===== src/shared/cbfle_consts.svh =====
/*
   Offsets, field positions, flag positions and reset values of the
   bit, flag and load execution block.
   Assumes a 12-bit APB byte address and 32-bit data.
*/
`ifndef CBFLE_CONSTS_SVH
`define CBFLE_CONSTS_SVH

// ----------------------------------------
// Register offsets
// ----------------------------------------
`define CBFLE_OFF_INSTR     12'h000
`define CBFLE_OFF_FLAGS     12'h004
`define CBFLE_OFF_PC        12'h008
`define CBFLE_OFF_GSEL      12'h00C
`define CBFLE_OFF_GDATA     12'h010

// ----------------------------------------
// Instruction word fields
// ----------------------------------------
`define CBFLE_F_OP_MSB      4
`define CBFLE_F_OP_LSB      0
`define CBFLE_F_REG_MSB     9
`define CBFLE_F_REG_LSB     5
`define CBFLE_F_BIT_MSB     12
`define CBFLE_F_BIT_LSB     10
`define CBFLE_F_PTR_MSB     14
`define CBFLE_F_PTR_LSB     13
`define CBFLE_F_DISP_MSB    20
`define CBFLE_F_DISP_LSB    15
`define CBFLE_F_IO_MSB      19
`define CBFLE_F_IO_LSB      15
`define CBFLE_F_OFS_MSB     27
`define CBFLE_F_OFS_LSB     21

// ----------------------------------------
// Status flag positions
// ----------------------------------------
`define CBFLE_FLAG_C        0
`define CBFLE_FLAG_Z        1
`define CBFLE_FLAG_N        2
`define CBFLE_FLAG_V        3
`define CBFLE_FLAG_S        4
`define CBFLE_FLAG_H        5
`define CBFLE_FLAG_T        6
`define CBFLE_FLAG_I        7
`define CBFLE_STAT_BUSY     8

// ----------------------------------------
// Reset values and pointer bases
// ----------------------------------------
`define CBFLE_FLAGS_RST     8'h00
`define CBFLE_PC_RST        16'h0000
`define CBFLE_GPR_RST       8'h00
`define CBFLE_PTR_X         5'h1A
`define CBFLE_PTR_Y         5'h1C
`define CBFLE_PTR_Z         5'h1E

`endif


===== src/shared/cbfle_pkg.sv =====
/*
   Types of the bit, flag and load execution block: opcodes and states.
   Assumes nothing beyond the consts header for numbers.
*/
package cbfle_pkg;

   // ----------------------------------------
   // Opcodes
   // ----------------------------------------
   typedef enum logic [4:0] {
      CBFLE_OP_NOP          = 5'h00,
      CBFLE_OP_BR_NO_OVF    = 5'h01,
      CBFLE_OP_BR_IRQ_EN    = 5'h02,
      CBFLE_OP_BR_IRQ_DIS   = 5'h03,
      CBFLE_OP_IO_BIT_SET   = 5'h04,
      CBFLE_OP_IO_BIT_CLR   = 5'h05,
      CBFLE_OP_ROT_RIGHT    = 5'h06,
      CBFLE_OP_COPY_TO_T    = 5'h07,
      CBFLE_OP_LOAD_FROM_T  = 5'h08,
      CBFLE_OP_SET_OVF      = 5'h09,
      CBFLE_OP_CLR_OVF      = 5'h0A,
      CBFLE_OP_SET_HALF     = 5'h0B,
      CBFLE_OP_CLR_HALF     = 5'h0C,
      CBFLE_OP_SET_SIGN     = 5'h0D,
      CBFLE_OP_CLR_SIGN     = 5'h0E,
      CBFLE_OP_LOAD_PREDEC  = 5'h0F,
      CBFLE_OP_LOAD_POSTINC = 5'h10,
      CBFLE_OP_LOAD_DISP    = 5'h11
   } cbfle_op_t;

   typedef enum logic [1:0] {
      CBFLE_ST_IDLE  = 2'b00,
      CBFLE_ST_EXEC  = 2'b01,
      CBFLE_ST_EXEC2 = 2'b10
   } cbfle_state_t;

endpackage


===== src/shared/cbfle_alu_if.sv =====
/*
   Carrier between the execution core and its flag and branch unit.
   Assumes both ends sit on the same clock; the unit is combinational.
*/
`timescale 1ns/1ps
interface cbfle_alu_if;
   import cbfle_pkg::*;
   cbfle_op_t   op;
   logic [7:0]  operand;
   logic [2:0]  bitSel;
   logic [7:0]  flags;
   logic [6:0]  offset;
   logic [15:0] pc;
   logic [7:0]  result;
   logic [7:0]  flagsNxt;
   logic        taken;
   logic [15:0] target;

   modport core (output op, operand, bitSel, flags, offset, pc,
                 input  result, flagsNxt, taken, target);
   modport alu  (input  op, operand, bitSel, flags, offset, pc,
                 output result, flagsNxt, taken, target);
endinterface


===== src/cbfle_alu.sv =====
/*
   Flag and branch unit: rotate, bit transfer, flag set/clear, branch test.
   Assumes the core presents a stable decoded instruction; purely combinational.
*/
`timescale 1ns/1ps
`include "cbfle_consts.svh"

module cbfle_alu
   import cbfle_pkg::*;
(
   cbfle_alu_if.alu aluBus
);

   // ----------------------------------------
   // Helpers
   // ----------------------------------------
   function automatic logic [7:0] putBit(input logic [7:0] v, input logic [2:0] idx, input logic b);
      logic [7:0] o;
      o      = v;
      o[idx] = b;
      return o;
   endfunction

   // ----------------------------------------
   // Evaluation
   // ----------------------------------------
   always_comb
   begin
      aluBus.result   = aluBus.operand;
      aluBus.flagsNxt = aluBus.flags;
      aluBus.taken    = 1'b0;
      // Sign extension lets a taken branch move backward
      aluBus.target   = aluBus.pc + {{9{aluBus.offset[6]}}, aluBus.offset} + 16'h0001;
      unique case (aluBus.op)
         CBFLE_OP_BR_NO_OVF:  aluBus.taken = ~aluBus.flags[`CBFLE_FLAG_V];
         CBFLE_OP_BR_IRQ_EN:  aluBus.taken = aluBus.flags[`CBFLE_FLAG_I];
         CBFLE_OP_BR_IRQ_DIS: aluBus.taken = ~aluBus.flags[`CBFLE_FLAG_I];
         CBFLE_OP_ROT_RIGHT:
         begin
            aluBus.result                   = {aluBus.flags[`CBFLE_FLAG_C], aluBus.operand[7:1]};
            aluBus.flagsNxt[`CBFLE_FLAG_C] = aluBus.operand[0];
            aluBus.flagsNxt[`CBFLE_FLAG_N] = aluBus.flags[`CBFLE_FLAG_C];
            aluBus.flagsNxt[`CBFLE_FLAG_Z] = ({aluBus.flags[`CBFLE_FLAG_C], aluBus.operand[7:1]} == 8'h00);
            aluBus.flagsNxt[`CBFLE_FLAG_V] = aluBus.flags[`CBFLE_FLAG_C] ^ aluBus.operand[0];
         end
         CBFLE_OP_COPY_TO_T:   aluBus.flagsNxt[`CBFLE_FLAG_T] = aluBus.operand[aluBus.bitSel];
         CBFLE_OP_LOAD_FROM_T: aluBus.result = putBit(aluBus.operand, aluBus.bitSel,
                                                       aluBus.flags[`CBFLE_FLAG_T]);
         CBFLE_OP_SET_OVF:  aluBus.flagsNxt[`CBFLE_FLAG_V] = 1'b1;
         CBFLE_OP_CLR_OVF:  aluBus.flagsNxt[`CBFLE_FLAG_V] = 1'b0;
         CBFLE_OP_SET_HALF: aluBus.flagsNxt[`CBFLE_FLAG_H] = 1'b1;
         CBFLE_OP_CLR_HALF: aluBus.flagsNxt[`CBFLE_FLAG_H] = 1'b0;
         CBFLE_OP_SET_SIGN: aluBus.flagsNxt[`CBFLE_FLAG_S] = 1'b1;
         CBFLE_OP_CLR_SIGN: aluBus.flagsNxt[`CBFLE_FLAG_S] = 1'b0;
         default: ;
      endcase
   end

endmodule // cbfle_alu


===== src/cbfle_top.sv =====
/*
   Execution block for branch, I/O bit, rotate, bit transfer, flag and
   indirect load instructions, with an APB register window.
   Assumes data memory returns read data in the cycle its read strobe is
   high, and the I/O space applies a bit write in the strobe's cycle.
*/
// The register addresses and the APB slave port were left to the implementer.
`timescale 1ns/1ps
`include "cbfle_consts.svh"

module cbfle_top
   import cbfle_pkg::*;
(
   input  wire logic        core_clk,
   input  wire logic        rst,
   input  wire logic [11:0] paddr,
   input  wire logic        psel,
   input  wire logic        penable,
   input  wire logic        pwrite,
   input  wire logic [31:0] pwdata,
   output logic      [31:0] prdata,
   output logic             pready,
   output logic             pslverr,
   output logic             memRd,
   output logic      [15:0] memAddr,
   input  wire logic [7:0]  memRdata,
   output logic             ioBitWe,
   output logic      [4:0]  ioAddr,
   output logic      [2:0]  ioBitSel,
   output logic             ioBitVal
);

   // ----------------------------------------
   // State
   // ----------------------------------------
   cbfle_state_t state_r;
   logic [31:0]  instr_r;
   logic [7:0]   flags_r;
   logic [15:0]  pc_r;
   logic [4:0]   gsel_r;
   logic [7:0]   regs_r [32];
   logic [31:0]  prdata_r;
   logic         pready_r;
   logic         pslverr_r;
   logic         memRd_r;
   logic [15:0]  memAddr_r;
   logic         ioBitWe_r;
   logic [4:0]   ioAddr_r;
   logic [2:0]   ioBitSel_r;
   logic         ioBitVal_r;

   cbfle_alu_if  aluBus ();
   cbfle_op_t    op;
   logic [4:0]   dest;
   logic [4:0]   ptrIdx;
   logic [15:0]  ptrVal;
   logic [7:0]   curOperand;
   logic         busy;
   logic         apbDone;
   logic         apbWr;

   // ----------------------------------------
   // Helpers
   // ----------------------------------------
   function automatic logic [4:0] ptrBase(input logic [1:0] sel);
      unique case (sel)
         2'b00:   return `CBFLE_PTR_X;
         2'b01:   return `CBFLE_PTR_Y;
         default: return `CBFLE_PTR_Z;
      endcase
   endfunction

   function automatic logic isMapped(input logic [11:0] a);
      return (a == `CBFLE_OFF_INSTR) || (a == `CBFLE_OFF_FLAGS) || (a == `CBFLE_OFF_PC) ||
             (a == `CBFLE_OFF_GSEL) || (a == `CBFLE_OFF_GDATA);
   endfunction

   // ----------------------------------------
   // Decode
   // ----------------------------------------
   assign op         = cbfle_op_t'(instr_r[`CBFLE_F_OP_MSB:`CBFLE_F_OP_LSB]);
   assign dest       = instr_r[`CBFLE_F_REG_MSB:`CBFLE_F_REG_LSB];
   assign ptrIdx     = ptrBase(instr_r[`CBFLE_F_PTR_MSB:`CBFLE_F_PTR_LSB]);
   assign ptrVal     = {regs_r[ptrIdx + 5'h01], regs_r[ptrIdx]};
   assign curOperand = regs_r[dest];
   assign busy       = (state_r != CBFLE_ST_IDLE);
   assign apbDone    = psel & penable & pready_r;
   assign apbWr      = apbDone & pwrite & ~pslverr_r;

   assign aluBus.op      = op;
   assign aluBus.operand = curOperand;
   assign aluBus.bitSel  = instr_r[`CBFLE_F_BIT_MSB:`CBFLE_F_BIT_LSB];
   assign aluBus.flags   = flags_r;
   assign aluBus.offset  = instr_r[`CBFLE_F_OFS_MSB:`CBFLE_F_OFS_LSB];
   assign aluBus.pc      = pc_r;

   cbfle_alu u_alu (
      .aluBus (aluBus.alu)
   );

   // ----------------------------------------
   // APB slave
   // ----------------------------------------
   // One wait state so read data and error come from flops
   always_ff @(posedge core_clk or posedge rst)
   begin
      if (rst)
      begin
         pready_r  <= 1'b0;
         pslverr_r <= 1'b0;
         prdata_r  <= 32'h0000_0000;
      end
      else
      begin
         pready_r <= psel & penable & ~pready_r;
         if (psel & penable & ~pready_r)
         begin
            // Writes while executing are refused so the instruction sees stable state
            pslverr_r <= ~isMapped(paddr) | (pwrite & busy);
            unique case (paddr)
               `CBFLE_OFF_INSTR: prdata_r <= instr_r;
               `CBFLE_OFF_FLAGS: prdata_r <= {23'h000000, busy, flags_r};
               `CBFLE_OFF_PC:    prdata_r <= {16'h0000, pc_r};
               `CBFLE_OFF_GSEL:  prdata_r <= {27'h0000000, gsel_r};
               `CBFLE_OFF_GDATA: prdata_r <= {24'h000000, regs_r[gsel_r]};
               default:          prdata_r <= 32'h0000_0000;
            endcase
         end
         else
         begin
            pslverr_r <= 1'b0;
         end
      end
   end

   always_ff @(posedge core_clk or posedge rst)
   begin
      if (rst)
         gsel_r <= 5'h00;
      else if (apbWr && paddr == `CBFLE_OFF_GSEL)
         gsel_r <= pwdata[4:0];
   end

   // ----------------------------------------
   // Sequencer and program counter
   // ----------------------------------------
   always_ff @(posedge core_clk or posedge rst)
   begin
      if (rst)
      begin
         state_r <= CBFLE_ST_IDLE;
         instr_r <= 32'h0000_0000;
         pc_r    <= `CBFLE_PC_RST;
      end
      else
      begin
         unique case (state_r)
            CBFLE_ST_IDLE:
            begin
               if (apbWr && paddr == `CBFLE_OFF_INSTR)
               begin
                  instr_r <= pwdata;
                  state_r <= CBFLE_ST_EXEC;
               end
               else if (apbWr && paddr == `CBFLE_OFF_PC)
                  pc_r <= pwdata[15:0];
            end
            CBFLE_ST_EXEC:
            begin
               unique case (op)
                  CBFLE_OP_BR_NO_OVF, CBFLE_OP_BR_IRQ_EN, CBFLE_OP_BR_IRQ_DIS:
                  begin
                     // Taken branch spends a second cycle refilling
                     pc_r    <= aluBus.taken ? aluBus.target : pc_r + 16'h0001;
                     state_r <= aluBus.taken ? CBFLE_ST_EXEC2 : CBFLE_ST_IDLE;
                  end
                  CBFLE_OP_IO_BIT_SET, CBFLE_OP_IO_BIT_CLR, CBFLE_OP_LOAD_PREDEC,
                  CBFLE_OP_LOAD_POSTINC, CBFLE_OP_LOAD_DISP:
                     state_r <= CBFLE_ST_EXEC2;
                  default:
                  begin
                     pc_r    <= pc_r + 16'h0001;
                     state_r <= CBFLE_ST_IDLE;
                  end
               endcase
            end
            CBFLE_ST_EXEC2:
            begin
               if (op != CBFLE_OP_BR_NO_OVF && op != CBFLE_OP_BR_IRQ_EN && op != CBFLE_OP_BR_IRQ_DIS)
                  pc_r <= pc_r + 16'h0001;
               state_r <= CBFLE_ST_IDLE;
            end
            default: state_r <= CBFLE_ST_IDLE;
         endcase
      end
   end

   // ----------------------------------------
   // Status flags
   // ----------------------------------------
   always_ff @(posedge core_clk or posedge rst)
   begin
      if (rst)
         flags_r <= `CBFLE_FLAGS_RST;
      else if (apbWr && paddr == `CBFLE_OFF_FLAGS)
         flags_r <= pwdata[7:0];
      else if (state_r == CBFLE_ST_EXEC)
         flags_r <= aluBus.flagsNxt;
   end

   // ----------------------------------------
   // Register file
   // ----------------------------------------
   always_ff @(posedge core_clk or posedge rst)
   begin
      if (rst)
      begin
         for (int i = 0; i < 32; i++)
            regs_r[i] <= `CBFLE_GPR_RST;
      end
      else if (apbWr && paddr == `CBFLE_OFF_GDATA)
         regs_r[gsel_r] <= pwdata[7:0];
      else if (state_r == CBFLE_ST_EXEC)
      begin
         if (op == CBFLE_OP_ROT_RIGHT || op == CBFLE_OP_LOAD_FROM_T)
            regs_r[dest] <= aluBus.result;
         else if (op == CBFLE_OP_LOAD_PREDEC)
         begin
            regs_r[ptrIdx]         <= ptrVal[7:0] - 8'h01;
            regs_r[ptrIdx + 5'h01] <= ptrVal[15:8] - {7'h00, ptrVal[7:0] == 8'h00};
         end
      end
      else if (state_r == CBFLE_ST_EXEC2 && memRd_r)
      begin
         if (op == CBFLE_OP_LOAD_POSTINC)
         begin
            regs_r[ptrIdx]         <= memAddr_r[7:0] + 8'h01;
            regs_r[ptrIdx + 5'h01] <= memAddr_r[15:8] + {7'h00, memAddr_r[7:0] == 8'hFF};
         end
         // Destination wins if it overlaps the pointer
         regs_r[dest] <= memRdata;
      end
   end

   // ----------------------------------------
   // Data memory port
   // ----------------------------------------
   always_ff @(posedge core_clk or posedge rst)
   begin
      if (rst)
      begin
         memRd_r   <= 1'b0;
         memAddr_r <= 16'h0000;
      end
      else if (state_r == CBFLE_ST_EXEC)
      begin
         memRd_r <= (op == CBFLE_OP_LOAD_PREDEC) || (op == CBFLE_OP_LOAD_POSTINC) || (op == CBFLE_OP_LOAD_DISP);
         unique case (op)
            CBFLE_OP_LOAD_PREDEC: memAddr_r <= ptrVal - 16'h0001;
            CBFLE_OP_LOAD_DISP:   memAddr_r <= ptrVal + {10'h000, instr_r[`CBFLE_F_DISP_MSB:`CBFLE_F_DISP_LSB]};
            default:              memAddr_r <= ptrVal;
         endcase
      end
      else
         memRd_r <= 1'b0;
   end

   // ----------------------------------------
   // I/O bit port
   // ----------------------------------------
   // Only the addressed bit is written, so write-one-to-clear neighbours survive
   always_ff @(posedge core_clk or posedge rst)
   begin
      if (rst)
      begin
         ioBitWe_r  <= 1'b0;
         ioAddr_r   <= 5'h00;
         ioBitSel_r <= 3'h0;
         ioBitVal_r <= 1'b0;
      end
      else
      begin
         ioBitWe_r <= (state_r == CBFLE_ST_EXEC) &&
                      (op == CBFLE_OP_IO_BIT_SET || op == CBFLE_OP_IO_BIT_CLR);
         if (state_r == CBFLE_ST_EXEC)
         begin
            ioAddr_r   <= instr_r[`CBFLE_F_IO_MSB:`CBFLE_F_IO_LSB];
            ioBitSel_r <= instr_r[`CBFLE_F_BIT_MSB:`CBFLE_F_BIT_LSB];
            ioBitVal_r <= (op == CBFLE_OP_IO_BIT_SET);
         end
      end
   end

   assign prdata   = prdata_r;
   assign pready   = pready_r;
   assign pslverr  = pslverr_r;
   assign memRd    = memRd_r;
   assign memAddr  = memAddr_r;
   assign ioBitWe  = ioBitWe_r;
   assign ioAddr   = ioAddr_r;
   assign ioBitSel = ioBitSel_r;
   assign ioBitVal = ioBitVal_r;

   logic inExec;
   assign inExec = (state_r == CBFLE_ST_EXEC);
   // Load data overwrites an overlapping pointer, so pointer checks skip that case
   logic ptrHit;
   assign ptrHit = (dest == ptrIdx) || (dest == ptrIdx + 5'h01);
endmodule // cbfle_top


===== config.mk =====
export PLATFORM = sky130hd
export DESIGN_NAME = cbfle_top
export DESIGN_NICKNAME = d
export VERILOG_FILES = /design/src/shared/cbfle_pkg.sv /design/src/shared/cbfle_alu_if.sv /design/src/cbfle_alu.sv /design/src/cbfle_top.sv
export VERILOG_INCLUDE_DIRS = /design/src /design/src/shared
export SDC_FILE = /design/constraint.sdc
export NUM_CORES = 2
export LEC_CHECK = 0
export ABC_AREA = 1
export BUFFER_PORTS_ARGS = -buffer_cell sky130_fd_sc_hd__buf_4
export CAP_MARGIN = 15
export CORE_MARGIN = 4
export CORE_UTILIZATION = 25
export DETAILED_ROUTE_END_ITERATION = 10
export PLACE_DENSITY = 0.39
export SYNTH_ARGS = -nofsm -noshare
export SYNTH_HDL_FRONTEND = slang
export SYNTH_HIERARCHICAL = 1
export SYNTH_SLANG_ARGS = --single-unit

===== constraint.sdc =====
create_clock -name core_clk -period 15.1 [get_ports core_clk]
set_input_delay 2.265 -clock core_clk [delete_from_list [all_inputs] [get_ports core_clk]]
set_output_delay 2.265 -clock core_clk [all_outputs]
set_load 0.005 [all_outputs]

==> results.toml <==
[power]
power_density_nw_per_um2 = 70.6
netSwitchingFraction_pct = 26.9
p_seq_share_pct = 41.8
comb_power_share_pct = 4.9
vdd_drop_max_v = 0.0000802
p_clk_share_pct = 53.3
total_power_mw = 2.46
intPower_mw = 1.80
p_switching_uw = 662
p_leak_nw = 14.9

[sta]
maxSlewViolCount = 0
finalCritPeriodShare_pct = 38.3
finalHoldViolCount = 0
setup_violations = 0
setup_tns_ns = 0
max_slew_margin_pct = 21.4
final.setup_skew_ns = 0.0487
worstMarginPinSlew_ns = 1.18
rsz0062_at_grt = "false"
fin_crit_ns = 5.78
fin_hold_ws_ns = 0.481
max_clock_freq_mhz = 173

[critical_path]
cp.required_ns = 15.60
cp-end-kind = "register"
worstSetupPathType = "reg -> reg"
slowest_delay_ns = 0.79
r2r_slack_ns = 9.32
worstPathCellList = "nand2_2 -> buf_4 -> inv_1 -> buf_4 -> nand2_1 -> o21ai_0 -> o21ai_0 -> nand4_1 -> or2_1 -> inv_1 -> a21oi_1 -> o21ai_0 -> nand3_4 -> nand4_1 -> o31ai_1 -> a22oi_1 -> a21oi_1"
cp.arrival_ns = 6.28
crit_slowest_cell = "nand3_4"
r2r-end = "regs_r[213]"
rr_startpoint = "instr_r[6]"
crit_start = "instr_r[6]"
reg2regPathDepth = 17
critPathLaunchType = "register"
cp_max_fo = 32
cp_common_cell = "o21ai_0"

[synth]
syn_avg_cell_area_sq_um = 6.63
syn_nets = 4742
ys_seq_area_share_pct = 30.9
synth_top_area_share_pct = 30.9
async_flop_share_pct = 100
yosysWarnings = 6
synth_commonest_cells = "1,144 x nand2_1, 456 x nor2_1, 380 x dfrtp_1, 364 x inv_1, 274 x o21ai_0"
synth_edf_count = 0
synth_top_cells_by_area = "dfrtp_1 31%, nand2_1 14%, nor2_1 5.6%"
yosysMostFrequentCell = "nand2_1"
syn_area_sq_um = 30800
synth_top_flop_cell = "dfrtp_1"
synth.distinct_cells = 49
yosysTopAreaCell = "dfrtp_1"
synth-seq-cells = 380
postSynthCellCount = 4641

[grt]
first_global_vias = 33000
grt_antenna_before_repair = 3
grt_usage_pct = 25.5
grt_first_pass_wirelength_microns = 243000
grt_max_degree = 179
gr-total-overflow = 0

[drt]
routed_wl_microns = 169000
via_count = 35100
viasPerCell = 5.61
drtIter0Drc = 4163
wire_per_inst_microns = 27.0
first_pass_iters = 8
ant_nets = 0
route.detailed.drc = 0

[flow_run]
cap_viol_max_count = 0

[clock_tree]
cts_buffer_depth = 3
path_clk_slew_ns = 0.06
clock_latency_ns = 0.68
cts_made_buffers = 54
clock-sinks = 380
cts_setup_buffers = 0
htree_levels = 2
cts_hold_buf = 0
tritoncts = "done"
postCtsResizedCells = 0
cts-root-buf = "clkbuf_16"

[floorplan]
initial_core_util_pct = 25.2
rows = 128
die_h_microns = 359
die_area_sq_um = 129000
die_x_microns = 359
coreArea_sq_um = 122000
io_pins = 118

[hold_path]
min_from = "ioBitSel[2]"
hp-class = "reg -> reg"
holdPathEnd = "ioBitSel[2]"
whs_path_depth = 2

[placed_design]
place_area_sq_um = 33200
port_buffers = 117
place.gp.congestion = 0.923
numPlacedInstances = 6156
hpwlAfterDp_microns = 113000

[layout]
fillers = 13800
fin_area_sq_um = 34900
fin_nets = 4688
area_growth_pct = 13.5
stdcell_count = 6253
drive_above_1_share_pct = 9.81

[status]
status = "complete, no violations"
## logic make-up (layout without fill, tap and decap cells)
family	count (synthesis)	in the layout	synth area share [%]
and+or+nand+nor	2266	2266	32.6
AOI/OAI and AO/OA	1184	1184	24.0
buffers and inverters	726	712	9.35
DFF	380	380	30.9
adders and majority gates	44	44	1.84
xor gates and xnor gates	27	27	0.769
muxes	14	14	0.513
other	0	1	0
## cell usage in the layout, fill, tap and decap left out, drive strengths merged
cell      Yosys  routed
a31oi        95      95
o211ai       19      19
mux2         14      14
clkinv       14      22
nand3       267     267
xnor2         4       4
o21a          9       9
o22ai       103     103
nor3         57      57
o31ai       182     182
o21ai       308     308
o21bai        1       1
or2          14      14
nor4         12      12
a22o         15      15
bufinv        0       2
buf         132     193
clkbuf      171      81
clkinvlp      0       1
xor2         23      23
a21oi       214     214
o221ai       24      24
a22oi       211     211
inv         409     413
nand2      1156    1156
nand4       230     230
fa            2       2
dfrtp       380     380
a21o          1       1
nor2        530     530
diode         0       1
ha           42      42
a221oi        2       2
## critical path: cells and delay by family, from the launching register on
family | cells | cell delay [ns]
simple gates | 6 | 2.52
buf+inv | 4 | 1.12
flops | 1 | 0.50
compound gates | 7 | 1.35
## how the worst max path moves through the flow
stage | cells after the start | slack [ns] | endpoint
after global placement | 11 | 9.16 | regs_r[0]
after global routing | 18 | 9.32 | regs_r[217]
after CTS | 18 | 9.60 | regs_r[217]
after floorplan | 1 | 2.28 | aluBus.flags[0]
final | 17 | 9.32 | regs_r[213]
after detailed placement | 11 | 9.09 | regs_r[0]
## state kept, by name, indices dropped and copies added (netlist names)
| register | cells |
|---|---|
| memAddr | 16 |
| memRd | 1 |
| pslverr | 1 |
| state_r | 2 |
| aluBus.flags | 8 |
| pready | 1 |
| ioBitVal | 1 |
| gsel_r | 5 |
| aluBus.pc | 16 |
| ioBitSel | 3 |
| instr_r | 32 |
| regs_r | 256 |
| prdata | 32 |
| ioAddr | 5 |
| ioBitWe | 1 |
## power groups by stage
| stage | logic, mW | registers [mW] | clock network, mW |
|---|---|---|---|
| 3_5_place_dp | 0.122 | 1.05 | 0 |
| 6_report | 0.121 | 1.03 | 1.31 |
| 2_1_floorplan | 0.0469 | 1.05 | 0 |
| 3_3_place_gp | 0.123 | 1.05 | 0 |
| 4_1_cts | 0.122 | 1.03 | 1.34 |
| 5_1_grt | 0.129 | 1.03 | 1.38 |
## layer usage
layer  wire length, microns  up-vias  global-route usage (%)  part of all wire, %
met1                  75200    17200                    35.7                   44
met3                  13800      301                    4.93                  8.2
li1                       -    16000                       -                    -
met4                   6510        2                    9.17                  3.8
met5                     13        -                       0               0.0077
met2                  73500     1571                    39.1                   43
## per-stage QoR
| step | setup WS (ns) | util [%] |
|---|---|---|
| final | 9.32 | 28.6 |
| after global routing | 9.32 | 28.6 |
| after CTS | 9.60 | 28.6 |
| after detailed placement | 9.09 | 27.2 |
| after global placement | 9.16 | 27.2 |
| after floorplan | 2.28 | - |
## final cells by class
cell class | count | area [sq um] | area share, %
clock buffers | 81 | 1570 | 4.51
multi-input cells | 3535 | 18600 | 53.2
diodes | 1 | 2.50 | 0.00717
repair buffers | 193 | 1470 | 4.22
well taps | 1625 | 2030 | 5.82
inverters | 423 | 1600 | 4.58
flip-flops and latches | 380 | 9510 | 27.2
clock inverters | 15 | 161 | 0.462
No activity file was read; power rests on OpenSTA's default activity.
